--- config.mk ---
export PLATFORM = sky130hd
export DESIGN_NAME = dmac_security_gate
export DESIGN_NICKNAME = d
export VERILOG_FILES = /design/src/design/dmac_gate_pkg.sv /design/src/design/dmac_access_check.sv /design/src/design/dmac_security_gate.sv
export SDC_FILE = /design/constraint.sdc
export NUM_CORES = 1
export LEC_CHECK = 0
export BUFFER_PORTS_ARGS = -buffer_cell sky130_fd_sc_hd__buf_2
export CAP_MARGIN = 20
export CORE_AREA = 2 2 146 148
export CTS_BUF_LIST = sky130_fd_sc_hd__clkbuf_2
export DETAILED_ROUTE_END_ITERATION = 12
export DIE_AREA = 0 0 148 150
export PLACE_DENSITY = 0.68
export SLEW_MARGIN = 0
export SYNTH_ARGS = -nofsm -noshare
export SYNTH_HDL_FRONTEND = slang
export SYNTH_SLANG_ARGS = --single-unit
--- constraint.sdc ---
create_clock -name mclk_i -period 2.9 [get_ports mclk_i]
set_input_delay 0.58 -clock mclk_i [delete_from_list [all_inputs] [get_ports mclk_i]]
set_output_delay 0.58 -clock mclk_i [all_outputs]
set_load 0.005 [all_outputs]
--- src/design/dmac_gate_pkg.sv ---
// Constants shared by the DMA controller security gate.
package dmac_gate_pkg;

	// ************************************************************
	// Register map (byte addresses, one word each)
	// ************************************************************
	localparam logic [11:0] ADDR_LAUNCH   = 12'h0000;
	localparam logic [11:0] ADDR_START    = 12'h0004;
	localparam logic [11:0] ADDR_STATUS   = 12'h0008;
	localparam logic [11:0] ADDR_CHAN_SEC = 12'h000C;
	localparam logic [11:0] ADDR_ABORTS   = 12'h0010;
	localparam logic [11:0] ADDR_LAUNCHED = 12'h0014;
	localparam logic [11:0] ADDR_IRQ_SEC  = 12'h0018;
	localparam logic [11:0] ADDR_PER_SEC  = 12'h001C;
	localparam logic [11:0] ADDR_LAST_LNC = 12'h0020;

	// ************************************************************
	// Field layout of the launch word
	// ************************************************************
	localparam int LAUNCH_CHAN_LSB = 0;
	localparam int LAUNCH_NS_BIT   = 8;

	// ************************************************************
	// Launch outcomes
	// ************************************************************
	typedef enum logic [1:0]
	{
		OUT_NONE,
		OUT_OK,
		OUT_NOP,
		OUT_ABORT
	} outcome_e;

	localparam logic [31:0] RESET_WORD = 32'h0000_0000;

endpackage

--- src/design/dmac_access_check.sv ---
// Per-channel security check of instruction fetches and data accesses.
`timescale 1ns/1ns
`default_nettype none

module dmac_access_check #(
	parameter int CHANNELS = 8
)
(
	input  wire logic                chan_nonsecure_i,
	input  wire logic                acc_valid_i,
	input  wire logic                acc_secure_addr_i,
	input  wire logic                acc_fetch_i,
	input  wire logic                bus_abort_i,
	output logic                     allow_o,
	output logic                     fetch_fault_o,
	output logic                     data_fault_o
);

	logic fault;

	always_comb
	begin
		// Secure channels reach everything, non-secure only open memory.
		allow_o = acc_valid_i && !(chan_nonsecure_i && acc_secure_addr_i);
		fault = acc_valid_i && (bus_abort_i || (chan_nonsecure_i && acc_secure_addr_i));
		fetch_fault_o = fault && acc_fetch_i;
		data_fault_o  = fault && !acc_fetch_i;
	end

endmodule
`default_nettype wire

--- src/design/dmac_security_gate.sv ---
// Security gate in front of a multi-channel DMA controller.
`timescale 1ns/1ns
`default_nettype none

module dmac_security_gate #(
	parameter int CHANNELS = 8,
	parameter int EVENTS   = 16,
	parameter int PERIPHS  = 4
)
(
	input  wire logic                mclk_i,
	input  wire logic                arst_n_i,
	input  wire logic                clk_en_i,
	input  wire logic                core_reset_i,
	input  wire logic                manager_world_input_i,
	input  wire logic [EVENTS-1:0]   irq_world_inputs_i,
	input  wire logic [PERIPHS-1:0]  periph_world_inputs_i,
	input  wire logic                s_psel_i,
	input  wire logic                s_penable_i,
	input  wire logic                s_pwrite_i,
	input  wire logic [11:0]         s_paddr_i,
	input  wire logic [31:0]         s_pwdata_i,
	input  wire logic [2:0]          s_pprot_i,
	output logic                     s_pready_o,
	output logic                     s_pslverr_o,
	output logic [31:0]              s_prdata_o,
	input  wire logic                n_psel_i,
	input  wire logic                n_penable_i,
	input  wire logic                n_pwrite_i,
	input  wire logic [11:0]         n_paddr_i,
	input  wire logic [31:0]         n_pwdata_i,
	input  wire logic [2:0]          n_pprot_i,
	output logic                     n_pready_o,
	output logic                     n_pslverr_o,
	output logic [31:0]              n_prdata_o,
	input  wire logic [CHANNELS-1:0] acc_valid_i,
	input  wire logic [CHANNELS-1:0] acc_fetch_i,
	input  wire logic [CHANNELS-1:0] acc_secure_addr_i,
	input  wire logic [CHANNELS-1:0] bus_abort_i,
	output logic [CHANNELS-1:0]      acc_allow_o,
	output logic [CHANNELS-1:0]      acc_nonsecure_o,
	output logic [CHANNELS-1:0]      chan_active_o,
	output logic [31:0]              chan_start_addr_o,
	output logic [$clog2(CHANNELS)-1:0] chan_start_num_o,
	output logic                     chan_start_o,
	output logic                     fault_irq_o,
	input  wire logic [EVENTS-1:0]   event_req_i,
	input  wire logic [EVENTS-1:0]   event_req_ns_i,
	output logic [EVENTS-1:0]        event_allow_o,
	input  wire logic [CHANNELS-1:0] wait_req_i,
	input  wire logic [CHANNELS-1:0] wait_evt_i,
	output logic [CHANNELS-1:0]      wait_allow_o,
	input  wire logic [PERIPHS-1:0]  periph_req_i,
	input  wire logic [PERIPHS-1:0]  periph_req_ns_i,
	output logic [PERIPHS-1:0]       periph_allow_o,
	output logic                     dmac_world_select_o
);

	localparam int CW = $clog2(CHANNELS);

	initial
	begin
		if (CHANNELS < 2 || CHANNELS > 32 || EVENTS < 1 || EVENTS > 32
			|| PERIPHS < 1 || PERIPHS > 32)
			$error("dmac_security_gate: unsupported parameter value");
	end

	// ************************************************************
	// Security holding registers
	// ************************************************************
	// These are caught on the first enabled edge after core reset leaves,
	// so a core reset never disturbs them while it is held.
	logic               world_q, world_d;
	logic [EVENTS-1:0]  irq_world_q, irq_world_d;
	logic [PERIPHS-1:0] per_world_q, per_world_d;
	logic               armed_q, armed_d;

	always_comb
	begin
		world_d     = world_q;
		irq_world_d = irq_world_q;
		per_world_d = per_world_q;
		armed_d     = armed_q;
		if (core_reset_i)
			armed_d = 1'b0;
		else if (!armed_q)
		begin
			world_d     = manager_world_input_i;
			irq_world_d = irq_world_inputs_i;
			per_world_d = periph_world_inputs_i;
			armed_d     = 1'b1;
		end
	end

	always_ff @(posedge mclk_i or negedge arst_n_i)
	begin
		if (!arst_n_i)
		begin
			world_q     <= 1'b0;
			irq_world_q <= '0;
			per_world_q <= '0;
			armed_q     <= 1'b0;
		end
		else if (clk_en_i)
		begin
			world_q     <= world_d;
			irq_world_q <= irq_world_d;
			per_world_q <= per_world_d;
			armed_q     <= armed_d;
		end
	end

	// ************************************************************
	// Launch decision
	// ************************************************************
	// pprot[1] high marks a non-secure master. Both ports answer with
	// no wait states; the secure port has priority if both write at once.
	logic s_acc, n_acc, s_wr, n_wr, s_bad, n_bad;
	logic launch, launch_ns, launch_nop, launch_abort;
	logic [31:0] lw;
	logic [CW-1:0] lchan;
	dmac_gate_pkg::outcome_e outcome;

	always_comb
	begin
		s_acc = s_psel_i && s_penable_i && armed_q && !core_reset_i;
		n_acc = n_psel_i && n_penable_i && armed_q && !core_reset_i;
		s_wr  = s_acc && s_pwrite_i;
		n_wr  = n_acc && n_pwrite_i && !s_wr;
		s_bad = s_acc && s_pprot_i[1];
		n_bad = n_wr && !world_q;
		lw    = s_wr ? s_pwdata_i : n_pwdata_i;
		lchan = lw[dmac_gate_pkg::LAUNCH_CHAN_LSB +: CW];
		launch = 1'b0;
		launch_ns = 1'b1;
		launch_nop = 1'b0;
		launch_abort = 1'b0;
		if (s_wr && !s_bad && s_paddr_i == dmac_gate_pkg::ADDR_LAUNCH)
		begin
			if (!world_q)
			begin
				launch    = 1'b1;
				launch_ns = lw[dmac_gate_pkg::LAUNCH_NS_BIT];
			end
			else if (!lw[dmac_gate_pkg::LAUNCH_NS_BIT])
				launch_nop = 1'b1;
			else
				launch = 1'b1;
		end
		else if (n_wr && !n_bad && n_paddr_i == dmac_gate_pkg::ADDR_LAUNCH)
			launch = 1'b1;
		else if (n_bad)
			launch_abort = 1'b1;
		if (launch)
			outcome = dmac_gate_pkg::OUT_OK;
		else if (launch_nop)
			outcome = dmac_gate_pkg::OUT_NOP;
		else if (launch_abort)
			outcome = dmac_gate_pkg::OUT_ABORT;
		else
			outcome = dmac_gate_pkg::OUT_NONE;
	end

	// ************************************************************
	// Channel state and start address
	// ************************************************************
	logic [CHANNELS-1:0] active_q, active_d, cns_q, cns_d, abort_q, abort_d;
	logic [CHANNELS-1:0] fetch_f, data_f;
	logic [31:0] addr_q, addr_d, last_q, last_d;
	logic [CW-1:0] num_q, num_d;
	logic start_q, start_d, irq_q, irq_d;
	logic [1:0] outcome_q, outcome_d;

	always_comb
	begin
		active_d  = active_q;
		cns_d     = cns_q;
		abort_d   = abort_q | fetch_f | data_f;
		addr_d    = addr_q;
		last_d    = last_q;
		num_d     = num_q;
		start_d   = 1'b0;
		outcome_d = outcome_q;
		if (outcome != dmac_gate_pkg::OUT_NONE)
			outcome_d = outcome;
		if (s_wr && !s_bad && s_paddr_i == dmac_gate_pkg::ADDR_START)
			addr_d = s_pwdata_i;
		else if (n_wr && !n_bad && n_paddr_i == dmac_gate_pkg::ADDR_START)
			addr_d = n_pwdata_i;
		if (launch)
		begin
			active_d[lchan] = 1'b1;
			cns_d[lchan]    = launch_ns;
			// A fault seen in the launch cycle still wins over the clear.
			abort_d[lchan]  = fetch_f[lchan] | data_f[lchan];
			num_d           = lchan;
			last_d          = lw;
			start_d         = 1'b1;
		end
		irq_d = |(abort_d);
		if (core_reset_i)
		begin
			active_d  = '0;
			cns_d     = '0;
			abort_d   = '0;
			irq_d     = 1'b0;
			start_d   = 1'b0;
		end
	end

	always_ff @(posedge mclk_i or negedge arst_n_i)
	begin
		if (!arst_n_i)
		begin
			active_q  <= '0;
			cns_q     <= '0;
			abort_q   <= '0;
			addr_q    <= dmac_gate_pkg::RESET_WORD;
			last_q    <= dmac_gate_pkg::RESET_WORD;
			num_q     <= '0;
			start_q   <= 1'b0;
			irq_q     <= 1'b0;
			outcome_q <= 2'b00;
		end
		else if (clk_en_i)
		begin
			active_q  <= active_d;
			cns_q     <= cns_d;
			abort_q   <= abort_d;
			addr_q    <= addr_d;
			last_q    <= last_d;
			num_q     <= num_d;
			start_q   <= start_d;
			irq_q     <= irq_d;
			outcome_q <= outcome_d;
		end
	end

	// ************************************************************
	// Access checks, one per channel
	// ************************************************************
	// Only channel security decides memory access; the interrupt and
	// peripheral world bits are never consulted here.
	for (genvar c = 0; c < CHANNELS; c++)
	begin : g_chk
		dmac_access_check #(.CHANNELS(CHANNELS)) u_chk
		(
			.chan_nonsecure_i  (cns_q[c]),
			.acc_valid_i       (acc_valid_i[c] && active_q[c]),
			.acc_secure_addr_i (acc_secure_addr_i[c]),
			.acc_fetch_i       (acc_fetch_i[c]),
			.bus_abort_i       (bus_abort_i[c]),
			.allow_o           (acc_allow_o[c]),
			.fetch_fault_o     (fetch_f[c]),
			.data_fault_o      (data_f[c])
		);
	end

	// ************************************************************
	// Interrupt, wait and peripheral gating
	// ************************************************************
	always_comb
	begin
		// A non-secure request may only touch a line marked non-secure.
		event_allow_o  = event_req_i & (~event_req_ns_i | irq_world_q);
		wait_allow_o   = '0;
		for (int c = 0; c < CHANNELS; c++)
			wait_allow_o[c] = wait_req_i[c] && active_q[c]
				&& (!cns_q[c] || irq_world_q[wait_evt_i[c] ? c % EVENTS : 0]);
		periph_allow_o = periph_req_i & (~periph_req_ns_i | per_world_q);
	end

	// ************************************************************
	// Read data
	// ************************************************************
	function automatic logic [31:0] rd(input logic [11:0] a);
		logic [31:0] v;
		v = 32'h0000_0000;
		unique case (a)
			dmac_gate_pkg::ADDR_STATUS:   v = {28'h000_0000, outcome_q, armed_q, world_q};
			dmac_gate_pkg::ADDR_START:    v = addr_q;
			dmac_gate_pkg::ADDR_CHAN_SEC: v = 32'(cns_q);
			dmac_gate_pkg::ADDR_ABORTS:   v = 32'(abort_q);
			dmac_gate_pkg::ADDR_LAUNCHED: v = 32'(active_q);
			dmac_gate_pkg::ADDR_IRQ_SEC:  v = 32'(irq_world_q);
			dmac_gate_pkg::ADDR_PER_SEC:  v = 32'(per_world_q);
			dmac_gate_pkg::ADDR_LAST_LNC: v = last_q;
			default:                      v = 32'h0000_0000;
		endcase
		return v;
	endfunction

	always_comb
	begin
		s_pready_o  = 1'b1;
		n_pready_o  = 1'b1;
		s_pslverr_o = s_acc && s_bad;
		n_pslverr_o = n_acc && n_pwrite_i && !world_q;
		s_prdata_o  = (s_acc && !s_bad) ? rd(s_paddr_i) : 32'h0000_0000;
		n_prdata_o  = n_acc ? rd(n_paddr_i) : 32'h0000_0000;
	end

	assign acc_nonsecure_o     = cns_q;
	assign chan_active_o       = active_q;
	assign chan_start_addr_o   = addr_q;
	assign chan_start_num_o    = num_q;
	assign chan_start_o        = start_q;
	assign fault_irq_o         = irq_q;
	assign dmac_world_select_o = world_q;

endmodule
`default_nettype wire

==> impl_results.md <==
- Worst setup path startpoint: per_world_q[0]
- Cell taking the most area after synthesis: dfrtp_1
- FF-to-FF End: fault_irq_o
- Startpoint class of the critical path: flop
- DP Worst Slack: -0.0436 ns
- Drt first pass iters: 10
- Final Cycle Share: 1.03
- Crit path DAT: about 2.4 ns
- Layout cells sized above 1: 0.423
- EDFF count, synth: 0
- Die H: 150 µm
- # IOs: between 300 and 400
- Filler Cell Count: 2,023
- Largest net degree at the start of global routing: 51
- Leak: between 5 and 6 nW
- # setup viols final: 36
- Hold wc startpoint: irq_world_inputs_i[2]
- CP top delay family: compound AO/OA/AOI/OAI gates
- Synth area leaders: dfrtp_1 (36%), mux2i_1 (9.3%), nand2_1 (6.0%), nor2_1 (5.0%), a222oi_1 (4.8%)
- Status: finished with violations
- GR Util All Layers: 0.285
- Distinct cell type count after synthesis: 72
- Hold EP: irq_world_q[2]
- Drt wl/cell: 20.9 µm
- Crit end category: output port
- Total Wirelength: around 33,000 µm
- Buffers & Inverters on Critical Path: 1
- Max-slew headroom: 0.541
- WP data required: 2.32 ns
- Final hold violation count: 0
- 1st-iter DRT viols: 1,060
- Seq/Total Area, Yosys: 0.363
- VDD IR max: roughly 0.21 mV
- Site Rows: 53
- Top-count cell post-synth: nand2_1
- Residual DRC: 0
- Clock-pin transition on the worst setup and hold timing paths: 0.19 ns
- Ys async rst share: 1.00
- CTS Buf Count: 17
- Unrepaired setup endpoints after global routing: true
- Worst Setup Path Type: reg -> out
- Worst hold path class: in -> reg
- Top-area cell type share of the netlist area: 0.363
- R2R Setup Slk: 0.22 ns
- CTS Sinks: between 100 and 150
- Routed Antenna Nets: 0
- Skew-Pair Late Insertion Delay: 0.73 ns
- Die area: 22,200 µm²
- Critical R2R Launch: armed_q
- Vias in the first global route: around 8,400
- RD Place Congestion: around 0.93
- CP max stage delay: roughly 0.52 ns
- Core Footprint: 20,700 µm²
- Antenna violations before repair: 1
- Buffers on Ports: 354
- Worst Tran Pin Value: ~0.7 ns
- Stages on the worst setup path: 4
- Synthesized instance count: 923
- Yosys Warn Count: 0
- Setup Skew: 0.0323 ns
- Nets@finish: 1,512
- P&R area growth vs syn: 39.7%
- Final Critical Period: 2.97 ns
- Setup_tns: -1.04 ns
- CTS tree: built
- First-pass GRT wire length: 48,200 µm
- Pins Over Slew Limit: 0
- Clk root buf: clkbuf_2
- Post-synthesis instance area: 7860 µm²
- Syn avg cell area: about 8.5 µm²
- Final core utilization: 0.531
- Clk buf depth: 2
- Vias/cell: 5.70
- CP Cell Sequence: mux4_2 > a222oi_1 > a21oi_1 > buf_2
- Pwr/cell area: 309 nW/µm²
- Initial core utilization: 0.380
- CP max FO: 2
- Worst Slack Setup Final: -0.0738 ns
- GRT overflow: 0
- R2R cell count: 10
- Max frequency: 336 MHz
- Failing checks: setup timing
- Die width: 148 µm
- H-tree levels: 4
- Dpl hpwl: 25,100 µm
- Hold path cells: 3
- Crit path max-delay cell type: mux4_2
- Max-Cap Viols: 0
- Via count: 9,053
- Seq cells post-synth: 114
- Most instantiated cells after synthesis: nand2_1 (125), dfrtp_1 (114), nor2_1 (104)
- Commonest register cell after synthesis: dfrtp_1
[sequential cells by signal, indices dropped and copies added (netlist names)]
| signal | cells |
|---|---|
| fault_irq_o | 1 |
| abort_q | 8 |
| per_world_q | 4 |
| acc_nonsecure_o | 8 |
| chan_active_o | 8 |
| armed_q | 1 |
| last_q | 32 |
| dmac_world_select_o | 1 |
| chan_start_o | 1 |
| outcome_q | 2 |
| chan_start_addr_o | 32 |
| irq_world_q | 16 |
[per-stage QoR]
| stage | std cells | instance area (µm²) | power (W) | hold slack (ns) |
|---|---|---|---|---|
| global placement | 1529 | 10200 | 0.00234 | 0.491 |
| CTS | 1580 | 10600 | 0.00340 | 0.00375 |
| finish | 1588 | 11000 | 0.00340 | 0.0687 |
| global route | 1588 | 11000 | 0.00355 | 0.00988 |
| floorplan | 924 | 7870 | 0.00198 | 0.284 |
| detailed placement | 1529 | 10200 | 0.00235 | 0.499 |
[routing by layer]
metal / wire length [µm] / track usage / vias up
li1: - / - / 4159
met1: 13500 / 0.382 / 4276
met2: 15600 / 0.458 / 539
met3: 3190 / 0.0671 / 79
met4: 993 / 0.0900 / 0
met5: 0 / 0 / -
[worst max path at each step]
stage,slack [ns],endpoint
global placement,-0.05,s_prdata_o[5]
detailed placement,-0.04,s_prdata_o[1]
CTS,-0.11,s_prdata_o[15]
floorplan,0.30,n_prdata_o[2]
global route,-0.20,s_prdata_o[19]
finish,-0.07,s_prdata_o[0]
[worst reg2reg max path, stage by stage, from the launching register on]
cell and delay, ns:
dfrtp_1 0.43, buf_4 0.13, buf_6 0.12, and4b_1 0.26
buf_4 0.19, a2111o_1 0.42, o31ai_1 0.12, o22a_1 0.22
o211ai_1 0.08, nor4b_1 0.45, a22oi_1 0.13
[kinds of logic after synthesis]
logic type             Yosys count  synth area share
AND/OR/NAND/NOR                307             0.187
XOR/XNOR                         2           0.00223
other                            1          0.000477
buffers and inverters          117            0.0766
multiplexers                    79             0.103
flip-flops                     114             0.363
AO/OA/AOI/OAI                  303             0.267
[final cells by class]
cell class              instances  area [µm²]  share of cell area
diodes                          2        5.00            0.000456
clock buffers                  17        85.1             0.00775
clock inverters                14         131              0.0120
inverters                      27         104             0.00946
multi-input cells             693        4700               0.428
flip-flops and latches        114        2860               0.260
well taps                     275         344              0.0313
repair buffers                446        2760               0.251
[layout by cell type, fill, tap and decap left out, types with 9 or more instances in the layout]
| cell type | count |
|---|---|
| mux2i_1 | 73 |
| o21ai_1 | 38 |
| nor3_1 | 13 |
| a222oi_1 | 38 |
| o21ai_0 | 57 |
| a21boi_0 | 20 |
| inv_1 | 26 |
| nor2_1 | 72 |
| nor2_4 | 21 |
| buf_2 | 349 |
| nor2_2 | 18 |
| clkbuf_2 | 17 |
| buf_4 | 61 |
| buf_12 | 15 |
| a211oi_1 | 15 |
| a22oi_1 | 39 |
| a21oi_1 | 35 |
| dlygate4sd3_1 | 12 |
| nand2_1 | 125 |
| dfrtp_1 | 109 |
| nand3_1 | 9 |
[report_power, final]
| part | leakage (nW) | internal [W] | switching, W |
|---|---|---|---|
| registers | 1.54 | 0.00166 | 0.0000949 |
| clock network | 0.119 | 0.000315 | 0.000718 |
| logic | 3.50 | 0.000264 | 0.000346 |
[timing repair]
| item | CTS | global route |
|---|---|---|
| endpoints found under the hold margin | 47 | 0 |
| pin swaps | 4 | 13 |
| gates cloned | 1 | 3 |
| setup buffers | 7 | 3 |
| resized for setup | 25 | 67 |
| endpoints found under the setup margin | 40 | 64 |
| hold buffers | 12 | 0 |
Note: power is estimated with default switching activity, not from simulation.
